$ cat config.mk
export PLATFORM = sky130hd
export DESIGN_NAME = mad_datapath
export DESIGN_NICKNAME = d
export VERILOG_FILES = /design/src/verilog/mad_pkg.sv /design/src/verilog/mad_datapath.sv
export SDC_FILE = /design/constraint.sdc
export NUM_CORES = 1
export LEC_CHECK = 0
export ABC_AREA = 1
export BUFFER_PORTS_ARGS = -buffer_cell sky130_fd_sc_hd__buf_2
export CELL_PAD_IN_SITES_DETAIL_PLACEMENT = 0
export CELL_PAD_IN_SITES_GLOBAL_PLACEMENT = 1
export CORE_MARGIN = 2
export CORE_UTILIZATION = 30
export CTS_CLUSTER_SIZE = 14
export DETAILED_ROUTE_END_ITERATION = 6
export GPL_TIMING_DRIVEN = 0
export PLACE_DENSITY_LB_ADDON = 0.1
export SYNTH_ARGS = -nofsm -noshare
export SYNTH_HDL_FRONTEND = slang
export SYNTH_SLANG_ARGS = --single-unit
$ cat constraint.sdc
create_clock -name ref_clk -period 13.95 [get_ports ref_clk]
set_input_delay 0.6975 -clock ref_clk [delete_from_list [all_inputs] [get_ports ref_clk]]
set_output_delay 0.6975 -clock ref_clk [all_outputs]
set_load 0.02 [all_outputs]
$ cat src/verilog/mad_pkg.sv
package mad_pkg;

  // structural limits of the datapath
  localparam int MAX_MULT = 4;
  localparam int COEF_COUNT = 8;
  localparam int COEF_SEL_W = 3;
  localparam int NATIVE_SMALL_W = 18;
  localparam int NATIVE_LARGE_W = 27;
  localparam int MAX_WIDTH = 256;
  localparam int LOADCONST_MAX_EXP = 64;
  localparam int FIFO_DEPTH = 8;

  // documented parameter defaults
  localparam int DEF_MULT = 1;
  localparam int DEF_A_WIDTH = 16;
  localparam int DEF_B_WIDTH = 16;
  localparam int DEF_RESULT_WIDTH = 32;

  // reset values
  localparam logic RST_VALID = 1'h0;
  localparam logic RST_READY = 1'h0;

  typedef enum logic [2:0] {
    PRE_SIMPLE,
    PRE_COEF,
    PRE_INPUT,
    PRE_SQUARE,
    PRE_CONST
  } mad_preadd_mode_t;

  typedef enum logic [1:0] {
    REP_UNSIGNED,
    REP_SIGNED,
    REP_VARIABLE
  } mad_rep_t;

  typedef enum logic [1:0] {
    OP_ADD,
    OP_SUB,
    OP_VARIABLE
  } mad_op_t;

  typedef enum logic {
    CLR_ASYNC,
    CLR_SYNC
  } mad_clear_kind_t;

  // run-time controls that travel with each operand set
  typedef struct packed {
    logic sign_a;
    logic sign_b;
    logic pair_operation_select;
    logic pair2_operation_select;
    logic accumulate;
    logic load_const;
    logic [MAX_MULT*COEF_SEL_W-1:0] coef_sel;
  } mad_ctrl_t;

endpackage

$ cat src/verilog/mad_datapath.sv
`timescale 1ns/1ns
// Summary of operation
// - multiply each operand pair and add or subtract all products into one result
// - widths up to 25 (27 with two extension bits) use one native multiply; no separate small path
// - operands above 25 bits are split into partial products and recombined
// - input, sign, add/sub and product registers inside; one result register
// - operand and result widths 1 to 256, each input signed or unsigned
// - variable sign option lets a run-time input pick signed or unsigned
// - variable operation option lets a run-time input pick add or subtract
// - optional clock enable and clear, clear asynchronous or synchronous
// - default pre-adder mode is bypass, operands straight from data inputs
// - coefficient mode multiplies pre-adder sum by one of 8 stored constants
// - input mode multiplies pre-adder sum by the third operand input
// - square mode squares the pre-adder sum of each multiplier
// - constant mode multiplies a direct operand by a stored constant
// - systolic element n has its product delayed by NUM_MULT-1-n cycles
// - chain adder adds local results to the registered cascade input
// - systolic delays exist only for sums of two or four multipliers
// - two systolic: pair one now plus pair zero one cycle earlier
// - four systolic: pair three now, pairs two, one, zero delayed 1, 2, 3
// - load constant replaces the accumulator feedback with two to the exponent
// - exponent ranges 0 to 64, and 64 yields a zero constant
// - double accumulator adds a feedback register one valid load behind the output
// - each stage register uses asynchronous or synchronous clear, never both; the operand buffer ignores clear

module mad_fifo #(
  parameter int WIDTH = 8,
  parameter int DEPTH = mad_pkg::FIFO_DEPTH
) (
  // clock and reset
  input wire logic ref_clk,
  input wire logic arst_n,
  // fill side
  input wire logic in_valid,
  output logic in_ready,
  input wire logic [WIDTH-1:0] in_data,
  // drain side
  output logic out_valid,
  input wire logic out_ready,
  output logic [WIDTH-1:0] out_data
);
  localparam int AW = (DEPTH > 1) ? $clog2(DEPTH) : 1;
  localparam int CW = $clog2(DEPTH + 1);

  logic [WIDTH-1:0] mem [DEPTH];
  logic [AW-1:0] wr_ptr_reg;
  logic [AW-1:0] rd_ptr_reg;
  logic [CW-1:0] count_reg;
  logic [CW-1:0] count_next;
  logic ready_reg;
  logic push;
  logic pop;

  assign push = in_valid && ready_reg;
  assign pop = out_valid && out_ready;
  assign out_valid = (count_reg != '0);
  assign out_data = mem[rd_ptr_reg];
  assign in_ready = ready_reg;

  always_comb begin
    count_next = count_reg;
    if (push && !pop) begin
      count_next = count_reg + CW'(1);
    end else if (pop && !push) begin
      count_next = count_reg - CW'(1);
    end
  end

  always_ff @(posedge ref_clk) begin
    if (push) begin
      mem[wr_ptr_reg] <= in_data;
    end
  end

  always_ff @(posedge ref_clk or negedge arst_n) begin
    if (!arst_n) begin
      wr_ptr_reg <= '0;
      rd_ptr_reg <= '0;
    end else begin
      if (push) begin
        wr_ptr_reg <= (wr_ptr_reg == AW'(DEPTH - 1)) ? '0 : wr_ptr_reg + AW'(1);
      end
      if (pop) begin
        rd_ptr_reg <= (rd_ptr_reg == AW'(DEPTH - 1)) ? '0 : rd_ptr_reg + AW'(1);
      end
    end
  end

  // ready is registered so the source sees back-pressure from a flop
  always_ff @(posedge ref_clk or negedge arst_n) begin
    if (!arst_n) begin
      count_reg <= '0;
      ready_reg <= mad_pkg::RST_READY;
    end else begin
      count_reg <= count_next;
      ready_reg <= (count_next < CW'(DEPTH));
    end
  end
endmodule

module mad_datapath #(
  parameter int NUM_MULT = mad_pkg::DEF_MULT,
  parameter int A_WIDTH = mad_pkg::DEF_A_WIDTH,
  parameter int B_WIDTH = mad_pkg::DEF_B_WIDTH,
  parameter int RESULT_WIDTH = mad_pkg::DEF_RESULT_WIDTH,
  parameter mad_pkg::mad_preadd_mode_t PRE_MODE = mad_pkg::PRE_SIMPLE,
  parameter mad_pkg::mad_rep_t A_REP = mad_pkg::REP_UNSIGNED,
  parameter mad_pkg::mad_rep_t B_REP = mad_pkg::REP_UNSIGNED,
  parameter mad_pkg::mad_op_t PAIR1_OP = mad_pkg::OP_ADD,
  parameter mad_pkg::mad_op_t PAIR2_OP = mad_pkg::OP_ADD,
  parameter bit USE_SUBADD = 1'b0,
  parameter bit USE_ENA = 1'b0,
  parameter mad_pkg::mad_clear_kind_t CLEAR_KIND = mad_pkg::CLR_ASYNC,
  parameter bit SYSTOLIC = 1'b0,
  parameter bit DOUBLE_ACC = 1'b0,
  parameter int LOADCONST_VALUE = mad_pkg::LOADCONST_MAX_EXP,
  parameter logic [mad_pkg::MAX_MULT*mad_pkg::COEF_COUNT*B_WIDTH-1:0] COEFS = '0
) (
  // clock and reset
  input wire logic ref_clk,
  input wire logic arst_n,
  // register controls
  input wire logic clear,
  input wire logic ena,
  // operand stream
  input wire logic in_valid,
  output logic in_ready,
  input wire logic [NUM_MULT*A_WIDTH-1:0] in_a,
  input wire logic [NUM_MULT*B_WIDTH-1:0] in_b,
  input wire logic [NUM_MULT*B_WIDTH-1:0] in_c,
  input wire mad_pkg::mad_ctrl_t in_ctrl,
  // cascade
  input wire logic [RESULT_WIDTH-1:0] chain_in,
  output logic [RESULT_WIDTH-1:0] chain_out,
  // result
  output logic [RESULT_WIDTH-1:0] result,
  output logic result_valid
);
  localparam int CTW = $bits(mad_pkg::mad_ctrl_t);
  localparam int AFW = NUM_MULT * A_WIDTH;
  localparam int BFW = NUM_MULT * B_WIDTH;
  localparam int FW = CTW + AFW + 2 * BFW;
  localparam int XW = ((A_WIDTH > B_WIDTH) ? A_WIDTH : B_WIDTH) + 2;
  localparam int PW = 2 * XW;
  localparam int SW = PW + 3;
  localparam int NL = (XW + mad_pkg::NATIVE_LARGE_W - 1) / mad_pkg::NATIVE_LARGE_W;
  localparam int RW = RESULT_WIDTH;
  localparam bit SYS_ON = SYSTOLIC && (NUM_MULT == 2 || NUM_MULT == 4);
  localparam logic [RW-1:0] LOAD_K =
    (LOADCONST_VALUE >= mad_pkg::LOADCONST_MAX_EXP || LOADCONST_VALUE >= RW) ? '0 :
    (RW'(1) << LOADCONST_VALUE);

  // one clear input whose kind is fixed at build time
  logic clr_n;
  logic sclr;
  logic adv;
  assign clr_n = arst_n && !((CLEAR_KIND == mad_pkg::CLR_ASYNC) && clear);
  assign sclr = (CLEAR_KIND == mad_pkg::CLR_SYNC) && clear;
  assign adv = !USE_ENA || ena;

  // operand buffer; a low enable stalls the drain so back-pressure reaches in_ready
  logic fifo_valid;
  logic [FW-1:0] fifo_data;
  mad_fifo #(.WIDTH(FW), .DEPTH(mad_pkg::FIFO_DEPTH)) u_fifo (
    .ref_clk(ref_clk),
    .arst_n(arst_n),
    .in_valid(in_valid),
    .in_ready(in_ready),
    .in_data({in_ctrl, in_c, in_b, in_a}),
    .out_valid(fifo_valid),
    .out_ready(adv),
    .out_data(fifo_data)
  );

  // input register stage (data, sign and add/sub selects)
  logic [AFW-1:0] s1_a_reg;
  logic [BFW-1:0] s1_b_reg;
  logic [BFW-1:0] s1_c_reg;
  mad_pkg::mad_ctrl_t s1_ctrl_reg;
  logic s1_valid_reg;

  // all data inputs share ref_clk, as pre-adder modes expect
  always_ff @(posedge ref_clk or negedge clr_n) begin
    if (!clr_n) begin
      s1_a_reg <= '0;
      s1_b_reg <= '0;
      s1_c_reg <= '0;
      s1_ctrl_reg <= '0;
      s1_valid_reg <= mad_pkg::RST_VALID;
    end else if (sclr) begin
      s1_a_reg <= '0;
      s1_b_reg <= '0;
      s1_c_reg <= '0;
      s1_ctrl_reg <= '0;
      s1_valid_reg <= mad_pkg::RST_VALID;
    end else if (adv) begin
      s1_a_reg <= fifo_data[AFW-1:0];
      s1_b_reg <= fifo_data[AFW +: BFW];
      s1_c_reg <= fifo_data[AFW + BFW +: BFW];
      s1_ctrl_reg <= fifo_data[FW-1 -: CTW];
      s1_valid_reg <= fifo_valid;
    end
  end

  // run-time or fixed operand interpretation
  logic sign_a_eff;
  logic sign_b_eff;
  assign sign_a_eff = (A_REP == mad_pkg::REP_VARIABLE) ? s1_ctrl_reg.sign_a :
                      (A_REP == mad_pkg::REP_SIGNED);
  assign sign_b_eff = (B_REP == mad_pkg::REP_VARIABLE) ? s1_ctrl_reg.sign_b :
                      (B_REP == mad_pkg::REP_SIGNED);

  function automatic logic signed [XW-1:0] ext_a(input logic [A_WIDTH-1:0] v, input logic s);
    ext_a = s ? {{(XW - A_WIDTH){v[A_WIDTH-1]}}, v} : {{(XW - A_WIDTH){1'b0}}, v};
  endfunction

  function automatic logic signed [XW-1:0] ext_b(input logic [B_WIDTH-1:0] v, input logic s);
    ext_b = s ? {{(XW - B_WIDTH){v[B_WIDTH-1]}}, v} : {{(XW - B_WIDTH){1'b0}}, v};
  endfunction

  // native multiply for narrow operands, 27-bit limbs of |y| beyond that;
  // wide limbs cost timing, which is why narrow widths stay native
  function automatic logic signed [PW-1:0] mul_pp(
    input logic signed [XW-1:0] x,
    input logic signed [XW-1:0] y
  );
    logic [NL*mad_pkg::NATIVE_LARGE_W-1:0] mag;
    logic signed [PW-1:0] acc;
    logic signed [PW-1:0] limb;
    int i;
    mag = '0;
    acc = '0;
    limb = '0;
    if (XW <= mad_pkg::NATIVE_LARGE_W) begin
      acc = PW'(x) * PW'(y);
    end else begin
      mag[XW-1:0] = y[XW-1] ? XW'(-y) : XW'(y);
      for (i = 0; i < NL; i++) begin
        limb = PW'($signed({1'b0, mag[i*mad_pkg::NATIVE_LARGE_W +: mad_pkg::NATIVE_LARGE_W]}));
        acc = acc + ((PW'(x) * limb) <<< (i * mad_pkg::NATIVE_LARGE_W));
      end
      if (y[XW-1]) begin
        acc = -acc;
      end
    end
    mul_pp = acc;
  endfunction

  // product register stage
  logic signed [PW-1:0] prod_comb [NUM_MULT];
  logic signed [PW-1:0] s2_prod_reg [NUM_MULT];
  logic signed [PW-1:0] prod_al [NUM_MULT];
  mad_pkg::mad_ctrl_t s2_ctrl_reg;
  logic s2_valid_reg;

  for (genvar n = 0; n < NUM_MULT; n++) begin : g_mult
    logic signed [XW-1:0] a_x;
    logic signed [XW-1:0] b_x;
    logic signed [XW-1:0] c_x;
    logic signed [XW-1:0] k_x;
    logic signed [XW-1:0] pre_sum;
    logic [mad_pkg::COEF_SEL_W-1:0] sel;
    localparam int D = SYS_ON ? NUM_MULT - 1 - n : 0;

    assign sel = s1_ctrl_reg.coef_sel[n*mad_pkg::COEF_SEL_W +: mad_pkg::COEF_SEL_W];
    assign a_x = ext_a(s1_a_reg[n*A_WIDTH +: A_WIDTH], sign_a_eff);
    assign b_x = ext_b(s1_b_reg[n*B_WIDTH +: B_WIDTH], sign_b_eff);
    assign c_x = ext_b(s1_c_reg[n*B_WIDTH +: B_WIDTH], sign_b_eff);
    assign k_x = ext_b(COEFS[(n*mad_pkg::COEF_COUNT + int'(sel))*B_WIDTH +: B_WIDTH],
                       sign_b_eff);
    assign pre_sum = a_x + b_x;

    always_comb begin
      case (PRE_MODE)
        mad_pkg::PRE_COEF: prod_comb[n] = mul_pp(pre_sum, k_x);
        mad_pkg::PRE_INPUT: prod_comb[n] = mul_pp(pre_sum, c_x);
        mad_pkg::PRE_SQUARE: prod_comb[n] = mul_pp(pre_sum, pre_sum);
        mad_pkg::PRE_CONST: prod_comb[n] = mul_pp(a_x, k_x);
        default: prod_comb[n] = mul_pp(a_x, b_x);
      endcase
    end

    always_ff @(posedge ref_clk or negedge clr_n) begin
      if (!clr_n) begin
        s2_prod_reg[n] <= '0;
      end else if (sclr) begin
        s2_prod_reg[n] <= '0;
      end else if (adv) begin
        s2_prod_reg[n] <= prod_comb[n];
      end
    end

    // earlier pairs wait longer, so pair n adds its term from NUM_MULT-1-n samples before the newest pair's
    if (D > 0) begin : g_sys
      logic signed [PW-1:0] dly_reg [D];
      always_ff @(posedge ref_clk or negedge clr_n) begin
        if (!clr_n) begin
          for (int j = 0; j < D; j++) begin
            dly_reg[j] <= '0;
          end
        end else if (sclr) begin
          for (int j = 0; j < D; j++) begin
            dly_reg[j] <= '0;
          end
        end else if (adv) begin
          dly_reg[0] <= s2_prod_reg[n];
          for (int j = 1; j < D; j++) begin
            dly_reg[j] <= dly_reg[j-1];
          end
        end
      end
      assign prod_al[n] = dly_reg[D-1];
    end else begin : g_nosys
      assign prod_al[n] = s2_prod_reg[n];
    end
  end

  always_ff @(posedge ref_clk or negedge clr_n) begin
    if (!clr_n) begin
      s2_ctrl_reg <= '0;
      s2_valid_reg <= mad_pkg::RST_VALID;
    end else if (sclr) begin
      s2_ctrl_reg <= '0;
      s2_valid_reg <= mad_pkg::RST_VALID;
    end else if (adv) begin
      s2_ctrl_reg <= s1_ctrl_reg;
      s2_valid_reg <= s1_valid_reg;
    end
  end

  // add/subtract decode; reversed polarity turns a high select into subtract
  logic sub1;
  logic sub2;
  assign sub1 = (PAIR1_OP == mad_pkg::OP_SUB) || ((PAIR1_OP == mad_pkg::OP_VARIABLE) &&
                (s2_ctrl_reg.pair_operation_select == USE_SUBADD));
  assign sub2 = (PAIR2_OP == mad_pkg::OP_SUB) || ((PAIR2_OP == mad_pkg::OP_VARIABLE) &&
                (s2_ctrl_reg.pair2_operation_select == USE_SUBADD));

  logic signed [SW-1:0] sum;
  always_comb begin
    sum = '0;
    for (int k = 0; k < NUM_MULT; k++) begin
      if ((k == 1 && sub1) || (k == 3 && sub2)) begin
        sum = sum - SW'(prod_al[k]);
      end else begin
        sum = sum + SW'(prod_al[k]);
      end
    end
  end

  // output register, optional second feedback register, cascade copy
  logic [RW-1:0] result_reg;
  logic [RW-1:0] dacc_reg;
  logic [RW-1:0] chain_reg;
  logic valid_reg;
  logic [RW-1:0] feedback;
  logic [RW-1:0] acc_operand;
  logic [RW-1:0] result_next;

  assign feedback = DOUBLE_ACC ? dacc_reg : result_reg;
  always_comb begin
    if (s2_ctrl_reg.load_const) begin
      acc_operand = LOAD_K;
    end else if (s2_ctrl_reg.accumulate) begin
      acc_operand = feedback;
    end else begin
      acc_operand = '0;
    end
    result_next = acc_operand + RW'(sum) + chain_in;
  end

  // only the first result register lives here; extra latency belongs outside
  always_ff @(posedge ref_clk or negedge clr_n) begin
    if (!clr_n) begin
      result_reg <= '0;
      chain_reg <= '0;
      dacc_reg <= '0;
      valid_reg <= mad_pkg::RST_VALID;
    end else if (sclr) begin
      result_reg <= '0;
      chain_reg <= '0;
      dacc_reg <= '0;
      valid_reg <= mad_pkg::RST_VALID;
    end else if (adv) begin
      valid_reg <= s2_valid_reg;
      if (s2_valid_reg) begin
        result_reg <= result_next;
        chain_reg <= result_next;
        dacc_reg <= result_reg;
      end
    end
  end

  assign result = result_reg;
  assign chain_out = chain_reg;
  assign result_valid = valid_reg;
endmodule

==> Word level (Yosys, flattened, before mapping) <==
Memories as Yosys holds them, arrays and structs flattened. A register that Yosys moved wholly into a read port is not among the register bits.
Cells that the tools add are included.
{ "word_totals": {"register_bits": 80, "mem_bits_rw": 528, "wordCells": 39, "mem_count": 1} }
{ "memory_table": {"columns": ["memory", "depth", "word_bits", "rd", "rd_clocked_by_memory_dff", "wr", "line", "text"], "rows": [
  ["u_fifo.mem", 8, 66, 1, 1, 1, "mad_datapath.sv:45", "logic [WIDTH-1:0] mem [DEPTH];"]
]} }
{ "classes": {"addsub": 6, "multipliers": 1, "n_lt_le_gt_ge": 1, "n_eq_ne": 2, "muxes": 8, "n_reduce_logical": 9} }
{ "op_table": {"columns": ["operator", "n"], "rows": [
  ["adder 32 bit", 2],
  ["2-to-1 mux 32 bit", 2],
  ["multiplier 16 x 16 -> 32 bit", 1],
  ["2-to-1 mux 4 bit", 2],
  ["adder 3 x 1 -> 3 bit (second input constant)", 2],
  ["equality test 3 bit (second input constant)", 2],
  ["2-to-1 mux 3 bit", 2],
  ["adder 4 x 1 -> 4 bit (second input constant)", 1],
  ["logical AND 1 bit", 4],
  ["logical NOT 1 bit", 4],
  ["less-than comparator 4 bit (second input constant)", 1],
  ["nonzero test 4 bit", 1],
  ["subtractor 4 x 1 -> 4 bit (second input constant)", 1],
  ["2-to-1 mux 1 bit", 2]
]} }

==> Longest topological paths before layout <==
{ "logic_depth": {"ltp_word": 6, "depth_mapped": 25} }

==> By module <==
From an unflattened synthesis, not the netlist that was laid out.
{ "hier_totals": {"cells_unflattened": 3779, "hier_area_um2": 36760.3} }
{ "modules_own_cells": {"columns": ["mod", "n_inst", "cells_per_inst", "area_each_um2", "seq_area_each_um2"], "rows": [
  ["mad_fifo", 1, 1712, 21250.4, 16130.5],
  ["mad_datapath", 1, 2067, 15509.9, 2577.5]
]} }

==> Worst setup path before layout <==
OpenSTA, ideal clock, no wires.
{ "synth_path": {"kind": "reg-to-reg", "startpoint": "register s1_b_reg[1], read port of u_fifo.mem", "endpoint": "register s2_prod_reg, in the netlist prod_al[26]", "setup_time_ns": 0.117, "t_arrival_ns": 5.062, "required_ns": 13.833, "setup_slack_ns": 8.771, "stages_incl_launch_ff": 22, "path_buffers": 2, "path_cell_list": "dfrtp_1 > clkbuf_1 > clkbuf_1 > nand2_1 > fa_1 > fa_1 > fa_1 > fa_1 > inv_1 > fa_1 > inv_1 > fa_1 > inv_1 > ha_1 > a21oi_1 > o21ai_0 > inv_1 > nor2_1 > o21ai_0 > nand3_1 > nand2_1 > nand2_1"} }
{ "synth_lines": {"columns": ["item", "line", "text"], "rows": [
  ["start: declaration", "mad_datapath.sv:177", "logic [BFW-1:0] s1_b_reg;"],
  ["end signal: indexed assignment", "mad_datapath.sv:289", "s2_prod_reg[n] <= prod_comb[n];"],
  ["end: declaration", "mad_datapath.sv:251", "logic signed [PW-1:0] s2_prod_reg [NUM_MULT];"]
]} }

==> metrics.md <==
| Metric | Value |
|---|---|
| Post-synth EDFFs | 272 |
| Share of synthesized registers carrying an async set or reset | between 20 and 30% |
| FP Rows | 109 |
| Layout net count | 3561 |
| Status | finished, final reports clean |
| Clk root buf | clkbuf_16 |
| End of the worst register-to-register path | prod_al[28] |
| First-pass GRT wire length | about 130 mm |
| Area leader, netlist | edfxtp_1 |
| Synth Cell Area | 0.0265 mm^2 |
| Yosys warning count | 0 |
| Slew Viols, Final | 0 |
| Area share of the leading cell type in the synthesized netlist | 30.8% |
| Unique cell type count in the Yosys netlist | 41 |
| Worst Tran Pin Value | 0.883 ns |
| Total die area | 0.0908 mm^2 |
| R2r setup slk | 7.66 ns |
| Hold Crit Class | primary input to asynchronous set/reset pin |
| H-tree Lvls | 2 |
| Maximum clock frequency | 0.159 GHz |
| Clock buffer count from CTS | 47 |
| Number of global-route vias before repair | between 20000 and 25000 |
| RSZ-0062 raised after global routing | false |
| Sequence of cells on the critical path | clkbuf_1, clkbuf_1, nand2_1, fa_1, fa_1, fa_1, fa_1, inv_1, fa_1, inv_1, fa_1, inv_1, ha_1, nand2_1, nor2_2, nand3_1, nand3_2, nand4_1, nand3_1, nand2_1 |
| WP data arrival | 6.80 ns |
| Reg with most FFs | u_fifo.mem |
| Drt via density | around 4.5 |
| Detailed-route wire length per cell | 19.2 um |
| CTS tree | yes |
| Initial antenna violation count | 6 |
| Synth Register Bits | between 300 and 400 |
| Post-place setup slack | 7.57 ns |
| Final setup fails | 0 |
| Post-DP HPWL | between 60 and 70 mm |
| Total GRT Usage | 18.5% |
| CP startpoint kind | flip-flop |
| R2R Path Start | s1_a_reg[9] |
| CP peak stage delay | 0.58 ns |
| Worst Path Buf+Inv | 5 |
| Synthesized net count | ~3400 |
| Sequential share of the synthesized area | between 40% and 50% |
| Crit path kind | flip-flop to flip-flop |
| Post-Syn Instances | 2894 |
| Share of layout cells above drive strength 1 | between 10% and 20% |
| Crit path depth | 20 |
| GRT overflow | 0 |
| Clock Latency Late Sink | 0.62 ns |
| Post-CTS Setup Inserts | 0 |
| Post-Route WL | 82.6 mm |
| Max-slew headroom | 41.1% |
| Reg2Reg Depth | 20 |
| Tcrit/Tclk final | 45.1% |
| Port bufs | 135 |
| Antenna viol nets, final | 0 |
| Worst Setup SP | s1_a_reg[9] |
| Starting Density | 30.2% |
| Crit path max-delay family | adder cells |
| # IOs | 169 |
| Clock-pin slew on the worst setup and hold paths | about 0.060 ns |
| Drt first pass iters | 5 |
| Slowest cell on crit path | fa_1 |
| Max cap viols | 0 |
| Largest cells by area after synthesis | edfxtp_1 (31%), fa_1 (17%), dfrtp_1 (11%), nand2_1 (8.9%), inv_1 (7.3%) |
| Crit path capture | prod_al[28] |
| Final setup margin | 7.66 ns |
| Largest register FFs | 272 |
| Clock sinks | between 300 and 400 |
| Die width | 301 um |
| Die Ht | ~300 um |
| Most frequent cell after synthesis | nand2_1 |
| Syn-to-layout area delta | 14.9% |
| Final TNS setup | 0 ns |
| Core ar. | 0.0880 mm^2 |
| Iteration-0 DRC count of the detailed router | 1114 |
| Final min period | 6.29 ns |
| Placer Congestion | approximately 0.85 |
| Crit end category | flip-flop |
| Vias | 19300 |
| Most frequent cell on the critical path | fa_1 |
| Number of diodes | 0 |
| Commonest cells post-synth | nand2_1 (627), inv_1 (518), nor2_1 (357) |
| Maximum clock path buffer count | 3 |
| Synthesized area per cell | approximately 9.2 um^2 |
| Peak fanout along the critical path | 10 |
| Clock Skew | 0.0323 ns |
| Main synth FF type | edfxtp_1 |
| Final hold vios | 0 |
| DRC Markers | 0 |
| Pin count of the biggest net entering global routing | 33 |
| Critical Path RT | 14.45 ns |
worst reg2reg max path: cells and delay by family (launching register included):
family                   cells  cell delay [ns]
adder cells (fa/ha/maj)      7             3.42
AND/OR/NAND/NOR              8             1.29
buffers and inverters        5             1.18
flip-flops                   1             0.32
cells by family after synthesis:
group | synth area share [%]
buf+inv | 10.3
fa+ha+maj | 23.8
flops | 41.5
xor+xnor | 1.09
simple gates | 16.6
compound gates | 6.70
cells in the final DEF (no fill, tap or decap), types with 12 or more instances in the layout:
master,Yosys,final
a21oi_1,53,53
clkbuf_1,99,110
o21ai_0,167,167
nand3_1,64,64
clkbuf_16,0,48
nor2_1,357,348
nand2_1,627,627
a31oi_1,35,35
o21ai_1,14,14
o22ai_1,35,35
xor2_1,18,18
ha_1,142,142
inv_1,518,518
clkinv_1,2,13
dfrtp_1,114,114
buf_2,15,150
buf_4,40,40
fa_1,226,226
nand4_1,12,12
xnor2_1,15,15
edfxtp_1,272,272
nand2_2,12,12
layout make-up:
cell class	count	area (um^2)
plain buffers	157	781
fillers	9172	57500
multi-input cells	1828	12800
well taps	1165	1460
clock inverters	25	262
repair buffers	147	906
inverters	523	1960
flip-flops and latches	386	11000
clock buffers	61	1270
per-stage QoR:
step	hold WS (ns)	instance area [um^2]	util (%)	instances
finish	0.286	30500	34.7	4292
floorplan	0.331	26500	-	2894
global placement	0.334	28700	32.6	4194
global route	0.320	30500	34.7	4292
CTS	0.287	30500	34.7	4292
detailed placement	0.335	28900	32.9	4205
layer usage:
layer  part of all wire (%)  routed length [um]  vias up  track usage (%)
met5                  0.058                  48        -                0
met1                     44               36200     9433             23.3
met4                    2.8                2280        8             5.48
met2                     49               40900      329             32.5
li1                       -                   -     9420                -
met3                    3.8                3160      120             2.98
worst min path at each step:
stage | slack (ns) | from | to
after floorplan | 0.33 | s1_ctrl_reg[12] | s2_ctrl_reg[12]
after global placement | 0.33 | s1_ctrl_reg[13] | s2_ctrl_reg[13]
after global routing | 0.32 | clear | prod_al[1]
final | 0.29 | clear | s2_valid_reg
after CTS | 0.29 | clear | prod_al[1]
after detailed placement | 0.33 | s1_ctrl_reg[13] | s2_ctrl_reg[13]
what timing repair did:
item / in CTS / in global routing
endpoints found under the hold margin: 11 / 0
gates resized for setup: 0 / 0
hold buffers: 1 / 0
Power is not shown: default switching activity piles up to over one toggle a cycle in this logic, so the estimate is an artifact.
